## config.mk

```make
export PLATFORM = sky130hd
export DESIGN_NAME = dsa_channel
export DESIGN_NICKNAME = d
export VERILOG_FILES = /design/src/logic/dsa_pkg.sv /design/src/logic/dsa_channel.sv
export SDC_FILE = /design/constraint.sdc
export NUM_CORES = 1
export LEC_CHECK = 0
export BUFFER_PORTS_ARGS = -buffer_cell sky130_fd_sc_hd__buf_2
export CAP_MARGIN = 10
export CORE_MARGIN = 2
export CORE_UTILIZATION = 52
export DETAILED_ROUTE_END_ITERATION = 8
export PLACE_DENSITY = 0.77
export SLEW_MARGIN = 20
export SYNTH_ARGS = -nofsm -noshare
export SYNTH_HDL_FRONTEND = slang
export SYNTH_SLANG_ARGS = --single-unit
```

## constraint.sdc

```tcl
create_clock -name clk_in -period 2.7 [get_ports clk_in]
set_input_delay 0.27 -clock clk_in [delete_from_list [all_inputs] [get_ports clk_in]]
set_output_delay 0.27 -clock clk_in [all_outputs]
set_load 0.05 [all_outputs]
```

## src/logic/dsa_pkg.sv

```systemverilog
// Function
// - I/O address low 16 bits, upper byte ones
// - I/O address never steps after transfers
// - Single address mode ignores the I/O address
// - I/O address survives reset, power-up undefined
// - Transfer count survives reset, power-up undefined
// - Sequential/idle: 16-bit count, zero clears enable
// - Repeat: low byte counts, reloads from high
// - Repeat reload restores memory address start value
// - Repeat keeps enable set; software stops it
// - Control register resets to zero, fully read/write
// - Bit 7 selects byte or word size
// - Bit 6 steps memory address up/down, 1/2
// - Idle mode holds the memory address
// - Repeat bit with end interrupt picks mode
// - Dual mode bit 4 picks source and destination
// - Single mode uses acknowledge pin as strobe
// - Channel A activation codes decode to sources
// - Channel B codes 2,3 use request pin
// - Full-address select clear runs channel independently
package dsa_pkg;
  localparam int ADDR_W = 8;
  localparam logic [7:0] OFS_MEM_ADDR = 8'h00;
  localparam logic [7:0] OFS_IO_ADDR = 8'h04;
  localparam logic [7:0] OFS_COUNT = 8'h08;
  localparam logic [7:0] OFS_CTRL = 8'h0c;
  localparam logic [7:0] OFS_BAND = 8'h10;
  localparam logic [7:0] OFS_STATUS = 8'h14;
  localparam logic [7:0] CTRL_RESET = 8'h00;
  localparam int CTRL_WORD_BIT = 7;
  localparam int CTRL_STEP_DOWN_BIT = 6;
  localparam int CTRL_REPEAT_BIT = 5;
  localparam int CTRL_DIR_BIT = 4;
  localparam int BAND_ENABLE_BIT = 0;
  localparam int BAND_END_IRQ_BIT = 1;
  localparam int BAND_SINGLE_BIT = 2;
  localparam logic [7:0] IO_UPPER = 8'hff;
  localparam logic [23:0] STEP_BYTE = 24'h000001;
  localparam logic [23:0] STEP_WORD = 24'h000002;
  localparam logic [1:0] RESP_OKAY = 2'h0;
  localparam logic [1:0] RESP_SLVERR = 2'h2;
  localparam int NUM_SRC = 11;

  typedef struct packed {
    logic valid;
    logic write;
    logic word;
    logic [23:0] addr;
    logic [15:0] wdata;
  } dsa_mem_req_s;

  typedef enum logic [1:0] {
    ST_IDLE,
    ST_READ,
    ST_WRITE,
    ST_SINGLE
  } dsa_state_e;
endpackage : dsa_pkg

```

## src/logic/dsa_channel.sv

```systemverilog
`timescale 1ns/1ps
module dsa_channel #(
  parameter bit IS_CHANNEL_B = 1'b0
) (
  input wire logic clk_in, // 100 MHz system clock
  input wire logic rst_in, // Synchronous reset, active high
  input wire logic ce_in, // Clock enable, freezes all state
  input wire logic [dsa_pkg::ADDR_W-1:0] s_axi_awaddr_in, // Write addr
  input wire logic s_axi_awvalid_in, // Write address valid
  output logic s_axi_awready_out, // Write address ready
  input wire logic [31:0] s_axi_wdata_in, // Write data
  input wire logic [3:0] s_axi_wstrb_in, // Write byte strobes
  input wire logic s_axi_wvalid_in, // Write data valid
  output logic s_axi_wready_out, // Write data ready
  output logic [1:0] s_axi_bresp_out, // Write response
  output logic s_axi_bvalid_out, // Write response valid
  input wire logic s_axi_bready_in, // Write response ready
  input wire logic [dsa_pkg::ADDR_W-1:0] s_axi_araddr_in, // Read addr
  input wire logic s_axi_arvalid_in, // Read address valid
  output logic s_axi_arready_out, // Read address ready
  output logic [31:0] s_axi_rdata_out, // Read data
  output logic [1:0] s_axi_rresp_out, // Read response
  output logic s_axi_rvalid_out, // Read data valid
  input wire logic s_axi_rready_in, // Read data ready
  input wire logic full_address_select_in, // Pair in full-address mode
  input wire logic [dsa_pkg::NUM_SRC-1:0] periph_req_in, // Events
  input wire logic external_request_pin_n_in, // Request pin, low
  output dsa_pkg::dsa_mem_req_s mem_req_out, // System bus request
  input wire logic mem_ack_in, // System bus access done
  input wire logic [15:0] mem_rdata_in, // System bus read data
  output logic transfer_acknowledge_pin_out, // Strobe, high active
  output logic transfer_end_out // One-cycle pulse at count end
);
  import dsa_pkg::*;

  dsa_state_e state_reg;
  dsa_mem_req_s mem_req_reg;
  logic ack_pin_reg;
  logic end_reg;
  logic [23:0] mar_reg;
  logic [23:0] mar_start_reg;
  logic [15:0] io_addr_reg;
  logic [15:0] count_reg;
  logic [7:0] ctrl_reg;
  logic [2:0] band_reg;
  logic first_xfer_reg;
  logic req_sync1_reg;
  logic req_sync2_reg;
  logic req_prev_reg;

  logic aw_hold_reg;
  logic w_hold_reg;
  logic [ADDR_W-1:0] awaddr_reg;
  logic [31:0] wdata_reg;
  logic [3:0] wstrb_reg;
  logic awready_reg;
  logic wready_reg;
  logic bvalid_reg;
  logic [1:0] bresp_reg;
  logic arready_reg;
  logic rvalid_reg;
  logic [31:0] rdata_reg;
  logic [1:0] rresp_reg;

  logic aw_fire;
  logic w_fire;
  logic wr_do;
  logic ar_fire;
  logic wr_mapped;
  logic rd_mapped;
  logic [31:0] rd_value;
  logic [31:0] wr_merged;
  logic sw_mar;
  logic sw_io;
  logic sw_count;
  logic sw_ctrl;
  logic sw_band;
  logic enable;
  logic single_mode;
  logic repeat_mode;
  logic idle_mode;
  logic pin_low;
  logic pin_fall;
  logic act_hit;
  logic start;
  logic xfer_done;
  logic [23:0] io_full;
  logic [23:0] step;
  logic [15:0] count_dec;
  logic [7:0] low_dec;

  assign s_axi_awready_out = awready_reg;
  assign s_axi_wready_out = wready_reg;
  assign s_axi_bvalid_out = bvalid_reg;
  assign s_axi_bresp_out = bresp_reg;
  assign s_axi_arready_out = arready_reg;
  assign s_axi_rvalid_out = rvalid_reg;
  assign s_axi_rdata_out = rdata_reg;
  assign s_axi_rresp_out = rresp_reg;
  assign mem_req_out = mem_req_reg;
  assign transfer_acknowledge_pin_out = ack_pin_reg;
  assign transfer_end_out = end_reg;

  // Register bus slave
  assign aw_fire = s_axi_awvalid_in & awready_reg;
  assign w_fire = s_axi_wvalid_in & wready_reg;
  assign wr_do = aw_hold_reg & w_hold_reg & ~bvalid_reg;
  assign ar_fire = s_axi_arvalid_in & arready_reg;

  always_comb
  begin
    wr_mapped = 1'b1;
    case (awaddr_reg)
      OFS_MEM_ADDR, OFS_IO_ADDR, OFS_COUNT, OFS_CTRL, OFS_BAND: ;
      default: wr_mapped = 1'b0;
    endcase
  end

  assign sw_mar = ce_in & wr_do & (awaddr_reg == OFS_MEM_ADDR);
  assign sw_io = ce_in & wr_do & (awaddr_reg == OFS_IO_ADDR);
  assign sw_count = ce_in & wr_do & (awaddr_reg == OFS_COUNT);
  assign sw_ctrl = ce_in & wr_do & (awaddr_reg == OFS_CTRL);
  assign sw_band = ce_in & wr_do & (awaddr_reg == OFS_BAND);

  always_comb
  begin
    rd_mapped = 1'b1;
    rd_value = 32'h00000000;
    case (s_axi_araddr_in)
      OFS_MEM_ADDR: rd_value = {8'h00, mar_reg};
      OFS_IO_ADDR: rd_value = {16'h0000, io_addr_reg};
      OFS_COUNT: rd_value = {16'h0000, count_reg};
      OFS_CTRL: rd_value = {24'h000000, ctrl_reg};
      OFS_BAND: rd_value = {29'h00000000, band_reg};
      OFS_STATUS: rd_value = {28'h0000000, pin_low, first_xfer_reg,
                              mem_req_reg.valid, state_reg != ST_IDLE};
      default: rd_mapped = 1'b0;
    endcase
  end

  // Byte strobes merge over the current read-back image
  genvar gi;
  generate
    for (gi = 0; gi < 4; gi++)
    begin : g_lane
      logic [31:0] old_v;
      always_comb
      begin
        case (awaddr_reg)
          OFS_MEM_ADDR: old_v = {8'h00, mar_reg};
          OFS_IO_ADDR: old_v = {16'h0000, io_addr_reg};
          OFS_COUNT: old_v = {16'h0000, count_reg};
          OFS_CTRL: old_v = {24'h000000, ctrl_reg};
          default: old_v = {29'h00000000, band_reg};
        endcase
      end
      assign wr_merged[gi*8 +: 8] = wstrb_reg[gi] ?
        wdata_reg[gi*8 +: 8] : old_v[gi*8 +: 8];
    end
  endgenerate

  always_ff @(posedge clk_in)
  begin
    if (rst_in)
    begin
      aw_hold_reg <= 1'b0;
      w_hold_reg <= 1'b0;
      awaddr_reg <= '0;
      wdata_reg <= 32'h00000000;
      wstrb_reg <= 4'h0;
      awready_reg <= 1'b0;
      wready_reg <= 1'b0;
      bvalid_reg <= 1'b0;
      bresp_reg <= RESP_OKAY;
    end
    else if (ce_in)
    begin
      awready_reg <= ~aw_fire & ~aw_hold_reg & ~bvalid_reg & ~wr_do;
      wready_reg <= ~w_fire & ~w_hold_reg & ~bvalid_reg & ~wr_do;
      if (aw_fire)
      begin
        aw_hold_reg <= 1'b1;
        awaddr_reg <= s_axi_awaddr_in;
      end
      if (w_fire)
      begin
        w_hold_reg <= 1'b1;
        wdata_reg <= s_axi_wdata_in;
        wstrb_reg <= s_axi_wstrb_in;
      end
      if (wr_do)
      begin
        aw_hold_reg <= 1'b0;
        w_hold_reg <= 1'b0;
        bvalid_reg <= 1'b1;
        bresp_reg <= wr_mapped ? RESP_OKAY : RESP_SLVERR;
      end
      else if (bvalid_reg & s_axi_bready_in)
        bvalid_reg <= 1'b0;
    end
  end

  always_ff @(posedge clk_in)
  begin
    if (rst_in)
    begin
      arready_reg <= 1'b0;
      rvalid_reg <= 1'b0;
      rdata_reg <= 32'h00000000;
      rresp_reg <= RESP_OKAY;
    end
    else if (ce_in)
    begin
      arready_reg <= ~ar_fire & ~rvalid_reg;
      if (ar_fire)
      begin
        rvalid_reg <= 1'b1;
        rdata_reg <= rd_value;
        rresp_reg <= rd_mapped ? RESP_OKAY : RESP_SLVERR;
      end
      else if (rvalid_reg & s_axi_rready_in)
        rvalid_reg <= 1'b0;
    end
  end

  // Mode decode
  assign enable = band_reg[BAND_ENABLE_BIT];
  assign single_mode = band_reg[BAND_SINGLE_BIT];
  assign repeat_mode = ctrl_reg[CTRL_REPEAT_BIT] &
                       ~band_reg[BAND_END_IRQ_BIT];
  assign idle_mode = ctrl_reg[CTRL_REPEAT_BIT] &
                     band_reg[BAND_END_IRQ_BIT];
  assign io_full = {IO_UPPER, io_addr_reg};
  assign step = ctrl_reg[CTRL_WORD_BIT] ? STEP_WORD : STEP_BYTE;
  assign count_dec = count_reg - 16'h0001;
  assign low_dec = count_reg[7:0] - 8'h01;

  // Request pin comes from outside: two stages before any use
  always_ff @(posedge clk_in)
  begin
    if (rst_in)
    begin
      req_sync1_reg <= 1'b1;
      req_sync2_reg <= 1'b1;
      req_prev_reg <= 1'b1;
    end
    else if (ce_in)
    begin
      req_sync1_reg <= external_request_pin_n_in;
      req_sync2_reg <= req_sync1_reg;
      req_prev_reg <= req_sync2_reg;
    end
  end

  assign pin_low = ~req_sync2_reg;
  assign pin_fall = req_prev_reg & ~req_sync2_reg;

  always_comb
  begin
    act_hit = 1'b0;
    case (ctrl_reg[3:0])
      4'h1: act_hit = periph_req_in[0];
      4'h2: act_hit = IS_CHANNEL_B &
              (first_xfer_reg ? pin_low : pin_fall);
      4'h3: act_hit = IS_CHANNEL_B & pin_low;
      4'h4, 4'h5, 4'h6, 4'h7, 4'h8, 4'h9, 4'ha, 4'hb, 4'hc, 4'hd:
        act_hit = periph_req_in[4'(ctrl_reg[3:0] - 4'h3)];
      default: act_hit = 1'b0;
    endcase
  end

  // Full-address pairing belongs to other logic; stay out of its way
  assign start = ce_in & (state_reg == ST_IDLE) & enable & act_hit &
                 ~full_address_select_in;
  assign xfer_done = ce_in & mem_ack_in &
                     ((state_reg == ST_WRITE) | (state_reg == ST_SINGLE));

  // Transfer sequencer
  always_ff @(posedge clk_in)
  begin
    if (rst_in)
    begin
      state_reg <= ST_IDLE;
      mem_req_reg <= '0;
      ack_pin_reg <= 1'b0;
      end_reg <= 1'b0;
    end
    else if (ce_in)
    begin
      end_reg <= xfer_done & ~repeat_mode & (count_dec == 16'h0000);
      case (state_reg)
        ST_IDLE:
        begin
          if (start)
          begin
            mem_req_reg.valid <= 1'b1;
            mem_req_reg.word <= ctrl_reg[CTRL_WORD_BIT];
            if (single_mode)
            begin
              // Far device follows the strobe for its half
              state_reg <= ST_SINGLE;
              mem_req_reg.write <= ctrl_reg[CTRL_DIR_BIT];
              mem_req_reg.addr <= mar_reg;
              ack_pin_reg <= 1'b1;
            end
            else
            begin
              state_reg <= ST_READ;
              mem_req_reg.write <= 1'b0;
              mem_req_reg.addr <= ctrl_reg[CTRL_DIR_BIT] ?
                                  io_full : mar_reg;
            end
          end
        end
        ST_READ:
        begin
          if (mem_ack_in)
          begin
            state_reg <= ST_WRITE;
            mem_req_reg.write <= 1'b1;
            mem_req_reg.wdata <= mem_rdata_in;
            mem_req_reg.addr <= ctrl_reg[CTRL_DIR_BIT] ?
                                mar_reg : io_full;
          end
        end
        ST_WRITE, ST_SINGLE:
        begin
          if (mem_ack_in)
          begin
            state_reg <= ST_IDLE;
            mem_req_reg.valid <= 1'b0;
            ack_pin_reg <= 1'b0;
          end
        end
        default: state_reg <= ST_IDLE;
      endcase
    end
  end

  // Memory-side address and its restart copy
  always_ff @(posedge clk_in)
  begin
    if (ce_in)
    begin
      if (sw_mar)
      begin
        mar_reg <= wr_merged[23:0];
        mar_start_reg <= wr_merged[23:0];
      end
      else if (xfer_done)
      begin
        if (repeat_mode & (low_dec == 8'h00))
          mar_reg <= mar_start_reg;
        else if (idle_mode)
          mar_reg <= mar_reg;
        else if (ctrl_reg[CTRL_STEP_DOWN_BIT])
          mar_reg <= mar_reg - step;
        else
          mar_reg <= mar_reg + step;
      end
    end
  end

  // No reset: software owns these values across reset
  always_ff @(posedge clk_in)
  begin
    if (sw_io)
      io_addr_reg <= wr_merged[15:0];
  end

  always_ff @(posedge clk_in)
  begin
    if (sw_count)
      count_reg <= wr_merged[15:0];
    else if (xfer_done)
    begin
      if (repeat_mode)
        count_reg[7:0] <= (low_dec == 8'h00) ?
                          count_reg[15:8] : low_dec;
      else
        count_reg <= count_dec;
    end
  end

  always_ff @(posedge clk_in)
  begin
    if (rst_in)
      ctrl_reg <= CTRL_RESET;
    else if (sw_ctrl)
      ctrl_reg <= wr_merged[7:0];
  end

  // A software write in the same cycle wins over the hardware stop
  always_ff @(posedge clk_in)
  begin
    if (rst_in)
    begin
      band_reg <= 3'h0;
      first_xfer_reg <= 1'b0;
    end
    else if (ce_in)
    begin
      if (sw_band)
      begin
        band_reg <= wr_merged[2:0];
        if (wr_merged[BAND_ENABLE_BIT] & ~enable)
          first_xfer_reg <= 1'b1;
      end
      else if (xfer_done & ~repeat_mode & (count_dec == 16'h0000))
        band_reg[BAND_ENABLE_BIT] <= 1'b0;
      if (xfer_done & ~sw_band)
        first_xfer_reg <= 1'b0;
    end
  end
endmodule : dsa_channel

```

==> flow_metrics.py <==
metrics = {
    "finish": {
        "syn_to_final_growth_pct": 24.1,
        "num_antenna_cells": 0,
        "fin_util": 0.657,
        "final_nets": 1553,
        "final_common_cell": "nand2_1",
        "finish.instance_area_um2": 13800,
        "layout_common_cells": "193 x nand2_1, 155 x buf_2, 128 x dfxtp_1",
        "largest_reg_flops": 43,
        "fillCellCount": 1666,
        "drive_gt1_frac": 0.253,
    },
    "worst_hold_path": {
        "min_path_type": "in -> reg",
    },
    "placed_design": {
        "io_buffers": 156,
        "place_congestion": 0.950,
        "hpwl_mm": 23.9,
        "placed_area_um2": 12500,
    },
    "yosys": {
        "synth_flop_cell": "dfxtp_1",
        "yosys_warnings": 0,
        "synth-xor-area-share": 0.0196,
        "synthSimpleGateAreaFrac": 0.177,
        "synth_top_area_frac": 0.233,
        "yosysTopAreaCell": "dfxtp_1",
        "synth_top_family_by_area": "compound AO/OA/AOI/OAI gates",
        "syn_area_per_cell_um2": 9.07,
        "synth_compound_area_frac": 0.212,
        "synth_fa_ha_area_frac": 0.0357,
        "synth_cell_types": 84,
        "synth-seq-cells": 209,
        "ys_seq_area_frac": 0.450,
        "ys_top_cells_by_area": "dfxtp_1 23%, edfxtp_1 22%, nand2_1 6.6%",
        "synth_area_um2": 11100,
        "syn_inst": 1222,
        "async_reset_ff_frac": 0,
        "synth-edff-count": 80,
        "synth_mux_area_frac": 0.0572,
    },
    "floorplanning": {
        "die_x_um": 150,
        "ios": 176,
        "die_y_um": 150,
        "row_count": 53,
        "start_util": 0.529,
        "dieArea_um2": 22500,
        "coreArea_um2": 21000,
    },
    "clock_network": {
        "clock-sinks": 209,
        "numCtsBuffers": 23,
        "ctsHtreeMaxLevel": 1,
        "cts-root-buf": "clkbuf_16",
        "tritoncts": "built",
        "clockBufferDepth": 3,
        "clk_latency_ps": 510,
        "path_clk_slew_ps": 60,
    },
    "sta": {
        "worst_pin_slew_ps": 855,
        "rsz0062_at_grt": "yes",
        "finalSetupViolCount": 0,
        "period_needed_ps": 2660,
        "max_freq_ghz": 0.376,
        "fin_crit_sh": 0.986,
        "drv_slew": 0,
        "finalClockSkew_ps": 15.4,
        "max_slew_margin": 0.430,
        "hold_viol_final": 0,
    },
    "global_routing": {
        "grt-ovfl-total": 0,
        "grt_pass1_wl_mm": 51.8,
        "grt_start_max_net_pins": 68,
        "track_usage": 0.291,
        "grt_pass1_vias": 9647,
        "antenna_found_initial": 0,
    },
    "drt": {
        "drc": 0,
        "vias": 10500,
        "ant_nets": 0,
        "drtIter0Drc": 1314,
        "wl_per_cell_um": 19.8,
        "viasPerCell": 6.10,
        "wirelength_mm": 34.2,
        "firstDrtPassIters": 7,
    },
    "critical_path": {
        "crit_arrival_ps": 2900,
        "critPathMaxStageDelay_ps": 390,
        "cp_max_fo": 20,
        "cp.required_ps": 2940,
        "worstSetupStartpointType": "flip-flop",
        "cpMaxStageDelayCell": "or3_4",
        "end_kind": "flip-flop",
        "crit_chain": "inv_1 -> ha_1 -> nor3b_2 -> buf_4 -> o21ai_1 -> a22oi_2 -> or3_4 -> buf_12 -> or3_1 -> o21ai_0 -> a311oi_2",
        "worst-setup-path-type": "reg -> reg",
    },
    "pwr": {
        "ir_worst_vdd_mv": 0.370,
        "p_leak_uw": 0.00541,
        "power.density_nw_per_um2": 515,
    },
    "status": {
        "status": "finished, final reports clean",
    },
    "flow_run": {
        "cap_viol_max_count": 0,
    },
}
## cell families after synthesis
logic type | Yosys count
AO/OA/AOI/OAI | 353
adder cells (fa/ha/maj) | 31
other | 1
buffers and inverters | 122
flip-flops | 209
AND/OR/NAND/NOR | 434
multiplexers | 48
XOR/XNOR | 24
## stage by stage
step | instances | hold slack, ps | setup slack (ps) | total power (µW) | TNS [ps]
6_report | 1723 | 6.20 | 37.0 | 7080 | 0
5_1_grt | 1723 | 0.541 | -52.4 | 7250 | -131
4_1_cts | 1716 | 0.407 | 8.79 | 7090 | 0
3_5_place_dp | 1651 | 443 | -147 | 3770 | -2780
3_3_place_gp | 1651 | 439 | -45.4 | 3760 | -804
2_1_floorplan | 1231 | 392 | 10.7 | 3620 | 0
## layout make-up
type	count	area [µm²]	area share
multi-input cells	901	5750	0.418
repair buffers	265	1740	0.126
flip-flops and latches	209	4990	0.363
clock buffers	35	734	0.0534
inverters	32	124	0.00900
well taps	275	344	0.0250
clock inverters	6	85.1	0.00618
## per-layer routing
| layer | global-route usage | vias up | share of wire |
|---|---|---|---|
| met2 | 0.476 | 614 | 0.48 |
| met5 | 0 | - | 0 |
| met1 | 0.392 | 4937 | 0.39 |
| li1 | - | 4862 | - |
| met4 | 0.0915 | 0 | 0.032 |
| met3 | 0.0540 | 100 | 0.099 |
## path summary, 6_finish.rpt
path | from | to | slack (ps) | cells after the start
setup reg to reg | count_reg[0] | mar_reg[22] | 40 | 11
setup / recovery | count_reg[0] | mar_reg[22] | 40 | 11
hold reg to reg | mem_req_out[5] | mem_req_out[5] | 450 | 2
hold / removal | s_axi_wstrb_in[0] | wstrb_reg[0] | 6 | 3
## worst max-delay path: cells and delay by family (launching register included)
kind	cells	cell delay, ps
compound gates	4	460
fa+ha+maj	1	230
buf+inv	3	400
simple gates	3	900
flops	1	380
## what timing repair did
item,CTS,global route
resized for setup,9,39
pin swaps,2,14
endpoints found under the hold margin,22,0
hold buffers,22,0
cloned,2,0
endpoints found under the setup margin,28,40
buffers inserted,0,7
## power by group
| group | internal [µW] | switching, µW | leakage (µW) |
|---|---|---|---|
| Combinational | 164 | 268 | 0.00324 |
| Clock | 2070 | 1270 | 0.000406 |
| Sequential | 3290 | 19.6 | 0.00177 |
## Yosys cell counts, types with 5 or more instances
library cell  number
nand2_1          194
dfxtp_1          129
nor2_1           126
a21oi_1          123
edfxtp_1          80
clkbuf_1          55
o21ai_0           39
a22oi_1           38
a211oi_1          34
inv_1             31
ha_1              30
mux2i_1           24
nor3_1            20
buf_2             16
buf_4             14
a22o_1            13
mux2_2            13
nand3_1           13
xnor2_1           12
a31oi_1           11
mux4_2            11
nand2b_1          11
xor2_1            11
nor2b_1           10
a21oi_2            8
a221oi_1           8
a222oi_1           8
o22ai_1            8
and3_1             7
nand4_1            7
or3_1              7
a2111oi_0          5
a21o_1             5
o21a_1             5
o31ai_1            5
or2_2              5
(Power assumes the default switching activity.)
